**src/pkg/ida_pkg.sv**
```systemverilog
// package for the indirect data addressing unit
// assumes an 8-bit data path and a sectored data ram with 8-bit offsets
package ida_pkg;
    // ------------------------------------------------------------
    // widths
    // ------------------------------------------------------------
    localparam int DATA_W = 8;
    localparam int OFFSET_W = 8;
    localparam int SECTOR_W = 3;
    localparam int ADDR_W = SECTOR_W + OFFSET_W;
    // ------------------------------------------------------------
    // special-area offsets (sector 0)
    // ------------------------------------------------------------
    localparam logic [OFFSET_W-1:0] ADDR_PORT_SECTOR0 = 8'h00;
    localparam logic [OFFSET_W-1:0] ADDR_POINTER_SECTOR0 = 8'h01;
    localparam logic [OFFSET_W-1:0] ADDR_PORT_A = 8'h02;
    localparam logic [OFFSET_W-1:0] ADDR_POINTER_A_LOW = 8'h03;
    localparam logic [OFFSET_W-1:0] ADDR_POINTER_A_SECTOR = 8'h04;
    localparam logic [OFFSET_W-1:0] ADDR_PORT_B = 8'h05;
    localparam logic [OFFSET_W-1:0] ADDR_POINTER_B_LOW = 8'h06;
    localparam logic [OFFSET_W-1:0] ADDR_POINTER_B_SECTOR = 8'h07;
    // ------------------------------------------------------------
    // reset values and fixed answers
    // ------------------------------------------------------------
    localparam logic [DATA_W-1:0] POINTER_RESET = 8'h00;
    localparam logic [DATA_W-1:0] PORT_READ_VALUE = 8'h00;
    localparam logic [SECTOR_W-1:0] SECTOR_ZERO = 3'h0;
    // ------------------------------------------------------------
    // address resolution class
    // ------------------------------------------------------------
    typedef enum logic [1:0] {
        IDA_TGT_RAM = 2'b00,
        IDA_TGT_PTR = 2'b01,
        IDA_TGT_NULL = 2'b10
    } ida_target_t;
endpackage : ida_pkg

```
**src/pkg/ida_res_if.sv**
```systemverilog
// interface carrying one address-resolution request and its answer
// assumes the resolver is purely combinational
`timescale 1ns/1ps
interface ida_res_if;
    import ida_pkg::*;
    logic [ADDR_W-1:0] addr;
    ida_target_t target;
    logic [2:0] ptr_sel;
    modport req(output addr, input target, input ptr_sel);
    modport rsp(input addr, output target, output ptr_sel);
endinterface : ida_res_if

```
**src/ida_resolve.sv**
```systemverilog
// classifies a full data address: pointer register, indirect port or plain ram
// assumes ports and pointers live only at the low offsets of sector 0
`timescale 1ns/1ps
module ida_resolve
    import ida_pkg::*;
(
    ida_res_if.rsp res
);
    // ------------------------------------------------------------
    // decode
    // ------------------------------------------------------------
    // sector in the high bits, offset in the low 8
    always_comb begin
        res.target = IDA_TGT_RAM;
        res.ptr_sel = 3'h0;
        if (res.addr[ADDR_W-1:OFFSET_W] == SECTOR_ZERO) begin
            case (res.addr[OFFSET_W-1:0])
                ADDR_PORT_SECTOR0, ADDR_PORT_A, ADDR_PORT_B: res.target = IDA_TGT_NULL;
                ADDR_POINTER_SECTOR0: begin
                    res.target = IDA_TGT_PTR;
                    res.ptr_sel = 3'h0;
                end
                ADDR_POINTER_A_LOW: begin
                    res.target = IDA_TGT_PTR;
                    res.ptr_sel = 3'h1;
                end
                ADDR_POINTER_A_SECTOR: begin
                    res.target = IDA_TGT_PTR;
                    res.ptr_sel = 3'h2;
                end
                ADDR_POINTER_B_LOW: begin
                    res.target = IDA_TGT_PTR;
                    res.ptr_sel = 3'h3;
                end
                ADDR_POINTER_B_SECTOR: begin
                    res.target = IDA_TGT_PTR;
                    res.ptr_sel = 3'h4;
                end
                default: res.target = IDA_TGT_RAM;
            endcase
        end
    end
endmodule : ida_resolve

```
**src/ida_unit.sv**
```systemverilog
// indirect data addressing unit: pointers, indirect ports, ram steering
// assumes cpu strobes are synchronous to clk_in; ram read data is combinational
`timescale 1ns/1ps
module ida_unit
    import ida_pkg::*;
(
    input wire logic clk_in,
    input wire logic reset_in,
    input wire logic cpu_rd_in,
    input wire logic cpu_wr_in,
    input wire logic cpu_ext_in,
    input wire logic [ADDR_W-1:0] cpu_addr_in,
    input wire logic [DATA_W-1:0] cpu_wdata_in,
    output logic [DATA_W-1:0] cpu_rdata_out,
    output logic [ADDR_W-1:0] ram_addr_out,
    output logic ram_rd_out,
    output logic ram_wr_out,
    output logic [DATA_W-1:0] ram_wdata_out,
    input wire logic [DATA_W-1:0] ram_rdata_in
);
    // ------------------------------------------------------------
    // pointer registers
    // ------------------------------------------------------------
    logic [DATA_W-1:0] pointer_sector0;
    logic [DATA_W-1:0] pointer_a_low;
    logic [DATA_W-1:0] pointer_a_sector;
    logic [DATA_W-1:0] pointer_b_low;
    logic [DATA_W-1:0] pointer_b_sector;
    logic [DATA_W-1:0] next_pointer_sector0;
    logic [DATA_W-1:0] next_pointer_a_low;
    logic [DATA_W-1:0] next_pointer_a_sector;
    logic [DATA_W-1:0] next_pointer_b_low;
    logic [DATA_W-1:0] next_pointer_b_sector;
    logic [ADDR_W-1:0] cpu_addr_eff;
    logic [ADDR_W-1:0] eff_addr;
    logic is_port;
    ida_res_if first_res();
    ida_res_if final_res();

    // ------------------------------------------------------------
    // first stage: what the cpu named
    // ------------------------------------------------------------
    // plain direct instructions only name sector 0
    assign cpu_addr_eff = cpu_ext_in ? cpu_addr_in
                                     : {SECTOR_ZERO, cpu_addr_in[OFFSET_W-1:0]};
    assign first_res.addr = cpu_addr_eff;
    ida_resolve u_first (.res(first_res));
    assign is_port = (first_res.target == IDA_TGT_NULL);

    // redirect a port to its pointer, read live this cycle
    always_comb begin
        eff_addr = cpu_addr_eff;
        if (is_port) begin
            case (cpu_addr_eff[OFFSET_W-1:0])
                ADDR_PORT_SECTOR0: eff_addr = {SECTOR_ZERO, pointer_sector0};
                ADDR_PORT_A: eff_addr = {pointer_a_sector[SECTOR_W-1:0], pointer_a_low};
                ADDR_PORT_B: eff_addr = {pointer_b_sector[SECTOR_W-1:0], pointer_b_low};
                default: eff_addr = cpu_addr_eff;
            endcase
        end
    end

    // ------------------------------------------------------------
    // second stage: where the access really lands
    // ------------------------------------------------------------
    assign final_res.addr = eff_addr;
    ida_resolve u_final (.res(final_res));

    // ram steering; pointer and port targets never reach the ram
    always_comb begin
        ram_addr_out = eff_addr;
        ram_wdata_out = cpu_wdata_in;
        ram_rd_out = cpu_rd_in && (final_res.target == IDA_TGT_RAM);
        ram_wr_out = cpu_wr_in && (final_res.target == IDA_TGT_RAM);
    end

    // read data: pointer contents, zero when a pointer aims at a port, else ram
    always_comb begin
        cpu_rdata_out = PORT_READ_VALUE;
        if (cpu_rd_in) begin
            case (final_res.target)
                IDA_TGT_RAM: cpu_rdata_out = ram_rdata_in;
                IDA_TGT_PTR: begin
                    case (final_res.ptr_sel)
                        3'h0: cpu_rdata_out = pointer_sector0;
                        3'h1: cpu_rdata_out = pointer_a_low;
                        3'h2: cpu_rdata_out = pointer_a_sector;
                        3'h3: cpu_rdata_out = pointer_b_low;
                        3'h4: cpu_rdata_out = pointer_b_sector;
                        default: cpu_rdata_out = PORT_READ_VALUE;
                    endcase
                end
                default: cpu_rdata_out = PORT_READ_VALUE;
            endcase
        end
    end

    // next pointer values; a write through a port may land on a pointer
    always_comb begin
        next_pointer_sector0 = pointer_sector0;
        next_pointer_a_low = pointer_a_low;
        next_pointer_a_sector = pointer_a_sector;
        next_pointer_b_low = pointer_b_low;
        next_pointer_b_sector = pointer_b_sector;
        if (cpu_wr_in && final_res.target == IDA_TGT_PTR) begin
            case (final_res.ptr_sel)
                3'h0: next_pointer_sector0 = cpu_wdata_in;
                3'h1: next_pointer_a_low = cpu_wdata_in;
                3'h2: next_pointer_a_sector = cpu_wdata_in;
                3'h3: next_pointer_b_low = cpu_wdata_in;
                3'h4: next_pointer_b_sector = cpu_wdata_in;
                default: next_pointer_sector0 = pointer_sector0;
            endcase
        end
    end

    // pointer registers
    always_ff @(posedge clk_in) begin
        if (reset_in) begin
            pointer_sector0 <= POINTER_RESET;
            pointer_a_low <= POINTER_RESET;
            pointer_a_sector <= POINTER_RESET;
            pointer_b_low <= POINTER_RESET;
            pointer_b_sector <= POINTER_RESET;
        end else begin
            pointer_sector0 <= next_pointer_sector0;
            pointer_a_low <= next_pointer_a_low;
            pointer_a_sector <= next_pointer_a_sector;
            pointer_b_low <= next_pointer_b_low;
            pointer_b_sector <= next_pointer_b_sector;
        end
    end

    // ------------------------------------------------------------
    // assertions
    // ------------------------------------------------------------
    // redirect targets and sector limits
    a_port0_sector_zero: assert property (@(posedge clk_in) disable iff (reset_in)
        (cpu_rd_in && is_port && cpu_addr_eff[OFFSET_W-1:0] == ADDR_PORT_SECTOR0)
        |-> ram_addr_out[ADDR_W-1:OFFSET_W] == SECTOR_ZERO)
        else $error("port sector0 left sector 0");
    a_porta_target: assert property (@(posedge clk_in) disable iff (reset_in)
        (is_port && cpu_addr_eff[OFFSET_W-1:0] == ADDR_PORT_A)
        |-> ram_addr_out == {pointer_a_sector[SECTOR_W-1:0], pointer_a_low})
        else $error("port a address wrong");
    a_portb_target: assert property (@(posedge clk_in) disable iff (reset_in)
        (is_port && cpu_addr_eff[OFFSET_W-1:0] == ADDR_PORT_B)
        |-> ram_addr_out == {pointer_b_sector[SECTOR_W-1:0], pointer_b_low})
        else $error("port b address wrong");
    a_port_no_store: assert property (@(posedge clk_in) disable iff (reset_in)
        is_port |-> ram_addr_out != cpu_addr_eff || final_res.target == IDA_TGT_NULL)
        else $error("port access not redirected");
    a_short_zero: assert property (@(posedge clk_in) disable iff (reset_in)
        (!cpu_ext_in && !is_port)
        |-> ram_addr_out == {SECTOR_ZERO, cpu_addr_in[OFFSET_W-1:0]})
        else $error("short address left sector 0");
    a_ext_direct: assert property (@(posedge clk_in) disable iff (reset_in)
        (cpu_ext_in && cpu_wr_in && final_res.target == IDA_TGT_RAM && !is_port)
        |-> ram_wr_out && ram_addr_out == cpu_addr_in)
        else $error("extended access misrouted");
    // refused accesses and plain ram traffic
    a_self_read_zero: assert property (@(posedge clk_in) disable iff (reset_in)
        (cpu_rd_in && final_res.target == IDA_TGT_NULL) |-> cpu_rdata_out == 8'h00)
        else $error("self read not zero");
    a_self_write_drop: assert property (@(posedge clk_in) disable iff (reset_in)
        (cpu_wr_in && final_res.target == IDA_TGT_NULL)
        |-> !ram_wr_out ##1 $stable(pointer_sector0) && $stable(pointer_a_low)
            && $stable(pointer_a_sector) && $stable(pointer_b_low)
            && $stable(pointer_b_sector))
        else $error("self write not dropped");
    a_null_no_ram: assert property (@(posedge clk_in) disable iff (reset_in)
        final_res.target != IDA_TGT_RAM |-> !ram_rd_out && !ram_wr_out)
        else $error("ram strobed for a non-ram target");
    a_ram_read_pass: assert property (@(posedge clk_in) disable iff (reset_in)
        (cpu_rd_in && final_res.target == IDA_TGT_RAM)
        |-> ram_rd_out && cpu_rdata_out == ram_rdata_in)
        else $error("ram read not passed through");
    // pointers behave as ordinary registers and are used as they stand
    a_ptr_write_read: assert property (@(posedge clk_in) disable iff (reset_in)
        (cpu_wr_in && !cpu_ext_in && cpu_addr_in[OFFSET_W-1:0] == ADDR_POINTER_SECTOR0)
        |=> pointer_sector0 == $past(cpu_wdata_in))
        else $error("pointer write lost");
    a_ptra_low_write: assert property (@(posedge clk_in) disable iff (reset_in)
        (cpu_wr_in && !cpu_ext_in && cpu_addr_in[OFFSET_W-1:0] == ADDR_POINTER_A_LOW)
        |=> pointer_a_low == $past(cpu_wdata_in))
        else $error("pointer a low write lost");
    a_ptra_sector_write: assert property (@(posedge clk_in) disable iff (reset_in)
        (cpu_wr_in && !cpu_ext_in && cpu_addr_in[OFFSET_W-1:0] == ADDR_POINTER_A_SECTOR)
        |=> pointer_a_sector == $past(cpu_wdata_in))
        else $error("pointer a sector write lost");
    a_ptrb_low_write: assert property (@(posedge clk_in) disable iff (reset_in)
        (cpu_wr_in && !cpu_ext_in && cpu_addr_in[OFFSET_W-1:0] == ADDR_POINTER_B_LOW)
        |=> pointer_b_low == $past(cpu_wdata_in))
        else $error("pointer b low write lost");
    a_ptrb_sector_write: assert property (@(posedge clk_in) disable iff (reset_in)
        (cpu_wr_in && !cpu_ext_in && cpu_addr_in[OFFSET_W-1:0] == ADDR_POINTER_B_SECTOR)
        |=> pointer_b_sector == $past(cpu_wdata_in))
        else $error("pointer b sector write lost");
    a_ptr_read_back: assert property (@(posedge clk_in) disable iff (reset_in)
        (cpu_rd_in && !cpu_ext_in && cpu_addr_in[OFFSET_W-1:0] == ADDR_POINTER_B_SECTOR)
        |-> cpu_rdata_out == pointer_b_sector)
        else $error("pointer read back wrong");
    // reset in the antecedent keeps the cycle of a reset release out of the check
    a_ptr_hold: assert property (@(posedge clk_in) disable iff (reset_in)
        (!cpu_wr_in && !reset_in) |=> $stable(pointer_sector0) && $stable(pointer_a_low)
            && $stable(pointer_a_sector) && $stable(pointer_b_low)
            && $stable(pointer_b_sector))
        else $error("pointer changed without a write");
    a_live_pointer: assert property (@(posedge clk_in) disable iff (reset_in)
        (cpu_wr_in && !cpu_ext_in && cpu_addr_in[OFFSET_W-1:0] == ADDR_POINTER_SECTOR0)
        ##1 (is_port && cpu_addr_eff[OFFSET_W-1:0] == ADDR_PORT_SECTOR0)
        |-> ram_addr_out[OFFSET_W-1:0] == $past(cpu_wdata_in))
        else $error("stale pointer used");
endmodule : ida_unit
```
**config.mk**
```make
export PLATFORM = sky130hd
export DESIGN_NAME = ida_unit
export DESIGN_NICKNAME = d
export VERILOG_FILES = /design/src/pkg/ida_pkg.sv /design/src/pkg/ida_res_if.sv /design/src/ida_resolve.sv /design/src/ida_unit.sv
export SDC_FILE = /design/constraint.sdc
export NUM_CORES = 1
export LEC_CHECK = 0
export BUFFER_PORTS_ARGS = -buffer_cell sky130_fd_sc_hd__buf_4
export CORE_UTILIZATION = 35
export DETAILED_ROUTE_END_ITERATION = 12
export GPL_TIMING_DRIVEN = 0
export PLACE_DENSITY = 0.6
export SYNTH_ARGS = -nofsm -noshare
export SYNTH_HDL_FRONTEND = slang
export SYNTH_SLANG_ARGS = --single-unit
```
**constraint.sdc**
```tcl
create_clock -name clk_in -period 2.6 [get_ports clk_in]
set_input_delay 0.26 -clock clk_in [delete_from_list [all_inputs] [get_ports clk_in]]
set_output_delay 0.26 -clock clk_in [all_outputs]
set_load 0.01 [all_outputs]
```
==> results of run 1 <==
## kinds of logic (layout without fill, tap and decap cells)
group,Yosys count,after routing
AOI/OAI and AO/OA,69,69
buffers and inverters,34,130
DFF,40,40
muxes,50,50
and+or+nand+nor,108,108
## worst paths after layout
check | from | cells past startpoint | to | slack, ns
hold / removal | cpu_wdata_in[1] | 3 | pointer_sector0[1] | 0.32
setup reg to reg | pointer_b_low[0] | 8 | pointer_a_low[5] | 0.30
hold reg to reg | pointer_b_sector[5] | 2 | pointer_b_sector[5] | 0.48
setup / recovery | cpu_addr_in[5] | 11 | cpu_rdata_out[4] | -0.54
## metal layers
metal	part of all wire, %	global-route usage [%]	vias up	routed length, um
met5	0	0	-	0
met4	0.69	5.82	0	68
met3	6.1	3.85	6	602
met2	48	38.9	120	4730
met1	45	31.9	1381	4470
li1	-	-	1317	-
## metrics by stage
stage	cell area (um2)	setup WS [ns]
2_1_floorplan	2890	-0.202
3_3_place_gp	3430	-1.05
3_5_place_dp	3430	-1.07
4_1_cts	3920	-0.568
5_1_grt	4050	-0.584
6_report	4050	-0.537
## registers in the layout, indices dropped and copies added, names as in the netlist
| name | cells |
|---|---|
| pointer_a_low | 8 |
| pointer_a_sector | 8 |
| pointer_b_low | 8 |
| pointer_b_sector | 8 |
| pointer_sector0 | 8 |
## worst reg2reg max path, delay by kind of cell (launching register included)
family	cells	cell delay, ns
simple gates	4	1.20
flops	1	0.39
buf+inv	2	0.37
mux	1	0.13
compound gates	1	0.10
## report_power, final
group          internal (mW)  leakage [nW]  switching [mW]
clock                  0.285        0.0552           0.241
sequential             0.613         0.322        0.000636
combinational          0.151          1.34           0.162
total                   1.05          1.72           0.403
## cells in the mapped netlist, drive strengths merged, types with 3 or more instances
| master | count | area, um2 |
|---|---|---|
| nand2 | 8 | 30.0 |
| a211oi | 4 | 35.0 |
| nor4 | 3 | 40.0 |
| nand2b | 52 | 325 |
| inv | 6 | 22.5 |
| nor2 | 10 | 40.0 |
| mux2 | 6 | 67.6 |
| clkbuf | 9 | 33.8 |
| a21oi | 3 | 15.0 |
| nand3 | 12 | 60.1 |
| a22oi | 17 | 133 |
| o2bb2ai | 3 | 26.3 |
| a22o | 7 | 61.3 |
| mux2i | 44 | 440 |
| buf | 18 | 121 |
| o21ai | 4 | 20.0 |
| dfxtp | 40 | 801 |
| nand4 | 6 | 80.1 |
| or2 | 3 | 18.8 |
| o221ai | 6 | 52.6 |
## area by class of cell
type | instances | area (um2)
Buffer | 25 | 169
Clock buffer | 6 | 72.6
Clock inverter | 2 | 35.0
Fill cell | 723 | 3680
Inverter | 7 | 38.8
Multi-Input combinational cell | 227 | 2080
Sequential cell | 40 | 801
Tap cell | 102 | 128
Timing Repair Buffer | 90 | 726
## what timing repair did
| action | 4_1_cts | 5_1_grt |
|---|---|---|
| setup endpoints to repair | 47 | 30 |
| pin swaps | 26 | 16 |
| setup buffers | 22 | 13 |
| gates resized for setup | 43 | 15 |
==> impl_metrics.env, run 1 <==
export IMPL_core_um2=7730
export IMPL_placed_cells=458
export IMPL_rsz0062_at_grt="yes"
export IMPL_layout_min_cycle_time_ns=3.14
export IMPL_synthSimpleGateAreaFrac_pct=25.6
export IMPL_final_common_cell="buf_4"
export IMPL_cellPowerDensity_nw_per_um2=358
export IMPL_post_route_util_pct=52.4
export IMPL_cp_num_buf_inv=4
export IMPL_grt_antenna_before_repair=0
export IMPL_synth_fa_ha_area_share_pct=0
export IMPL_diodes=0
export IMPL_numCtsBuffers=5
export IMPL_fin_cells=499
export IMPL_path_cells="buf_8 -> or4_4 -> a2111oi_4 -> buf_4 -> buf_6 -> and3_4 -> a211oi_4 -> a2111o_2 -> a22oi_2 -> o221ai_2 -> buf_4"
export IMPL_fin_skew_ns=0.00515
export IMPL_worstMarginPinSlew_ns=0.664
export IMPL_muxShareOfSynthArea_pct=18.1
export IMPL_grt_max_degree=13
export IMPL_htree_levels=2
export IMPL_final_cell_mix="buf_4 (92), nand2b_1 (52), mux2i_1 (43)"
export IMPL_async_reset_ff_share_pct=0
export IMPL_die_h_um=91.6
export IMPL_overflow=0
export IMPL_clock_path_buffers=2
export IMPL_path_clk_slew_ns=0.08
export IMPL_viasPerCell=5.66
export IMPL_ys_flop_type="dfxtp_1"
export IMPL_synth_edf_count=0
export IMPL_totalWireLength_mm=9.88
export IMPL_finalWorstSetupSlack_ns=-0.537
export IMPL_hold_ws_ns=0.324
export IMPL_post_synth_cell_area_avg_um2=9.34
export IMPL_setup_tns_ns=-3.98
export IMPL_cts_hold_buf=0
export IMPL_drive_gt1_share_pct=43.8
export IMPL_leakagePower_nw=1.72
export IMPL_vias=2824
export IMPL_post_route_drc_count=0
export IMPL_finalSetupViolCount=9
export IMPL_start_util_pct=36.4
export IMPL_hold_violations=0
export IMPL_cp_slowest_cell="a2111o_2"
export IMPL_slew_violations=0
export IMPL_synth_compound_area_share_pct=21.4
export IMPL_first_global_vias=2767
export IMPL_area_delta_synth_final_pct=44.2
export IMPL_wl_per_cell_um=19.8
export IMPL_crit_family="compound AO/OA/AOI/OAI gates"
export IMPL_syn_area_um2=2810
export IMPL_violations="negative setup slack"
export IMPL_critPathArrivalTime_ns=2.88
export IMPL_gp_congestion=0.831
export IMPL_ir_drop_uv=173
export IMPL_syn_num_nets=333
export IMPL_max_freq_mhz=319
export IMPL_ant_nets=0
export IMPL_fin_total_pwr_mw=1.45
export IMPL_yosys_register_bits=40
export IMPL_drt_iter0_drc=192
export IMPL_port_buffers=55
export IMPL_synth_seq_area_share_pct=28.5
export IMPL_nNetsFinal=428
export IMPL_cp_start_kind="primary input"
export IMPL_maxCapViolCount=0
export IMPL_worstSkewPairLatency_ns=0.30
export IMPL_period_share_pct=121
export IMPL_worstPathMaxFanout=6
export IMPL_die_area_um2=8390
export IMPL_dp_hpwl_mm=6.68
export IMPL_globalRouteTotalUtil_pct=23.6
export IMPL_crit_top_cell="buf_4"
export IMPL_cts_tree="yes"
export IMPL_ys_warn_count=0
export IMPL_synth_top_family_by_area="simple AND/OR/NAND/NOR gates"
export IMPL_synthXorXnorAreaFrac_pct=0
export IMPL_grt_pass1_wl_mm=15.0
export IMPL_cts_sinks=40
export IMPL_crit_path_end_kind="output port"
export IMPL_netlist_instances=301
export IMPL_die_w_um=91.6
export IMPL_boundaryPins=61
export IMPL_slowest_delay_ns=0.57
export IMPL_holdCritPathClass="primary input to flop"
export IMPL_root_buffer="clkbuf_8"
export IMPL_yosys_cell_types_count=61
export IMPL_first_pass_iters=5
export IMPL_status="complete, but fails checks"
export IMPL_crit_type="primary input to output port"
export IMPL_cp_required_ns=2.34
export IMPL_row_count=32
export IMPL_slew_headroom_pct=55.8
(Power assumes the default switching activity.)
==> run 2: changes to the inputs <==
--- a/config.mk
+++ b/config.mk
@@ -5,11 +5,12 @@
 export SDC_FILE = /design/constraint.sdc
 export NUM_CORES = 1
 export LEC_CHECK = 0
+export ABC_AREA = 1
 export BUFFER_PORTS_ARGS = -buffer_cell sky130_fd_sc_hd__buf_4
 export CORE_UTILIZATION = 35
 export DETAILED_ROUTE_END_ITERATION = 12
 export GPL_TIMING_DRIVEN = 0
-export PLACE_DENSITY = 0.6
+export PLACE_DENSITY = 0.59
 export SYNTH_ARGS = -nofsm -noshare
 export SYNTH_HDL_FRONTEND = slang
 export SYNTH_SLANG_ARGS = --single-unit
==> impl_metrics.env, run 2 <==
export IMPL_fin_skew_ns=0.00953
export IMPL_post_synth_cell_area_avg_um2=6.58
export IMPL_worstMarginPinSlew_ns=0.445
export IMPL_die_w_um=91.9
export IMPL_final_common_cell="buf_4"
export IMPL_htree_levels=2
export IMPL_max_freq_mhz=366
export IMPL_worstPathMaxFanout=7
export IMPL_core_um2=7770
export IMPL_worst_hold_path_num_cells=3
export IMPL_syn_area_um2=2830
export IMPL_syn_num_nets=462
export IMPL_path_clk_slew_ns=0.08
export IMPL_yosys_cell_types_count=30
export IMPL_nNetsFinal=564
export IMPL_vias=3183
export IMPL_boundaryPins=61
export IMPL_synth_seq_area_share_pct=28.3
export IMPL_dp_hpwl_mm=6.70
export IMPL_ys_flop_type="dfxtp_1"
export IMPL_netlist_instances=430
export IMPL_die_area_um2=8450
export IMPL_first_pass_iters=5
export IMPL_cts_sinks=40
export IMPL_hold_violations=0
export IMPL_reg2reg_from="pointer_b_low[5]"
export IMPL_async_reset_ff_share_pct=0
export IMPL_slew_violations=0
export IMPL_start_util_pct=36.4
export IMPL_period_share_pct=105
export IMPL_grt_antenna_before_repair=0
export IMPL_ys_warn_count=0
export IMPL_diodes=0
export IMPL_violations="negative setup slack"
export IMPL_cp_start_kind="primary input"
export IMPL_overflow=0
export IMPL_cp_required_ns=2.34
export IMPL_regToRegSetupSlack_ns=0.31
export IMPL_globalRouteTotalUtil_pct=22.6
export IMPL_grt_pass1_wl_mm=14.8
export IMPL_critPathArrivalTime_ns=2.47
export IMPL_yosys_register_bits=40
export IMPL_synth_edf_count=0
export IMPL_root_buffer="clkbuf_8"
export IMPL_layout_min_cycle_time_ns=2.73
export IMPL_crit_end="cpu_rdata_out[7]"
export IMPL_port_buffers=60
export IMPL_wl_per_cell_um=14.9
export IMPL_crit_path_end_kind="output port"
export IMPL_dp_slack_ns=-0.488
export IMPL_crit_type="primary input to output port"
export IMPL_yosys_area_top_type_share_pct=28.3
export IMPL_worstSkewPairLatency_ns=0.30
export IMPL_leakagePower_nw=1.96
export IMPL_synth_area_leaders="dfxtp_1 (28%), nand2_1 (11%), nand3_1 (7.8%)"
export IMPL_post_route_drc_count=0
export IMPL_r2r_end="pointer_b_low[5]"
export IMPL_cts_tree="yes"
export IMPL_cp_startpoint="cpu_addr_in[7]"
export IMPL_area_delta_synth_final_pct=46.9
export IMPL_yosys_area_top_type="dfxtp_1"
export IMPL_die_h_um=91.9
export IMPL_gp_congestion=0.896
export IMPL_final_cell_mix="buf_4 (95), nand2_1 (67), inv_1 (45)"
export IMPL_finalSetupViolCount=9
export IMPL_slew_headroom_pct=70.3
export IMPL_viasPerCell=5.01
export IMPL_yosys_top_cells_count="nand2_1 (84), inv_1 (50), nand3_1 (44)"
export IMPL_ir_drop_uv=319
export IMPL_first_global_vias=2983
export IMPL_r2r_cells=13
export IMPL_rsz0062_at_grt="yes"
export IMPL_status="complete, but fails checks"
export IMPL_grt_max_degree=13
export IMPL_clock_path_buffers=2
export IMPL_drive_gt1_share_pct=41.7
export IMPL_numCtsBuffers=5
export IMPL_yosysMostFrequentCell="nand2_1"
export IMPL_drt_iter0_drc=195
export IMPL_finalWorstSetupSlack_ns=-0.132
export IMPL_holdCritPathClass="primary input to flop"
export IMPL_cts_hold_buf=0
export IMPL_fin_total_pwr_mw=1.47
export IMPL_cellPowerDensity_nw_per_um2=353
export IMPL_maxCapViolCount=0
export IMPL_totalWireLength_mm=9.44
export IMPL_hold_ws_ns=0.241
export IMPL_ant_nets=0
export IMPL_row_count=32
[run 2: stage by stage]
step,area [um2],utilization [%],setup TNS [ns],instances
2_1_floorplan,2830,-,0,430
3_3_place_gp,3410,43.9,-4.66,592
3_5_place_dp,3410,43.9,-6.19,592
4_1_cts,3960,51.0,-0.699,621
5_1_grt,4160,53.5,-2.32,635
6_report,4160,53.5,-0.781,635
[run 2: repair_timing]
action                                  in CTS  in global routing
setup buffers                               20                 14
resized for setup                           64                 30
pin swaps                                   28                 23
gates cloned                                 2                  0
endpoints found under the setup margin       9                 18
[run 2: worst min path at each step]
stage	startpoint	end	slack (ns)
after CTS	cpu_wdata_in[6]	pointer_a_low[6]	0.24
final	cpu_wdata_in[6]	pointer_a_low[6]	0.24
after global routing	cpu_wdata_in[6]	pointer_a_low[6]	0.25
after detailed placement	pointer_a_sector[6]	pointer_a_sector[6]	0.44
after global placement	pointer_a_sector[3]	pointer_a_sector[3]	0.44
after floorplan	pointer_a_sector[7]	pointer_a_sector[7]	0.42
[run 2: cells by family (layout without fill, tap and decap cells)]
logic type | Yosys count | in the layout | share of synthesized area (%)
buffers and inverters | 84 | 187 | 13.8
AND/OR/NAND/NOR | 202 | 202 | 37.6
AO/OA/AOI/OAI | 104 | 104 | 20.3
flip-flops | 40 | 40 | 28.3
[run 2: cell type report]
class	count	area (um2)
plain buffers	23	188
clock buffers	7	96.3
clock inverters	1	30.0
fillers	795	3610
inverters	60	241
multi-input cells	306	1890
flip-flops and latches	40	801
well taps	102	128
repair buffers	96	778
[run 2: report_power, final]
| part | internal (mW) | leakage (nW) | switching (mW) | total, mW |
|---|---|---|---|---|
| clock | 0.339 | 0.0645 | 0.225 | 0.564 |
| sequential | 0.613 | 0.322 | 0.000759 | 0.613 |
| combinational | 0.136 | 1.57 | 0.152 | 0.288 |
| total | 1.09 | 1.96 | 0.378 | 1.47 |
[run 2: critical path: stages]
cell	delay (ns)
buf_6	0.10
inv_4	0.05
nand2_4	0.05
nor2_4	0.19
nand2_2	0.09
nand3_4	0.10
nand2_4	0.08
buf_12	0.16
o21ai_4	0.18
nand3_2	0.13
nor2_4	0.22
nand2_4	0.11
nor2_8	0.16
buf_6	0.12
nand2_2	0.03
o21ai_1	0.06
nand3b_1	0.13
nand2_1	0.06
nand2_1	0.08
buf_6	0.10
[run 2: routing by layer]
metal	track usage (%)	vias up	routed length, um
li1	-	1597	-
met1	27.8	1460	3930
met2	39.6	97	4730
met3	2.57	29	411
met4	9.51	0	367
met5	0	-	0
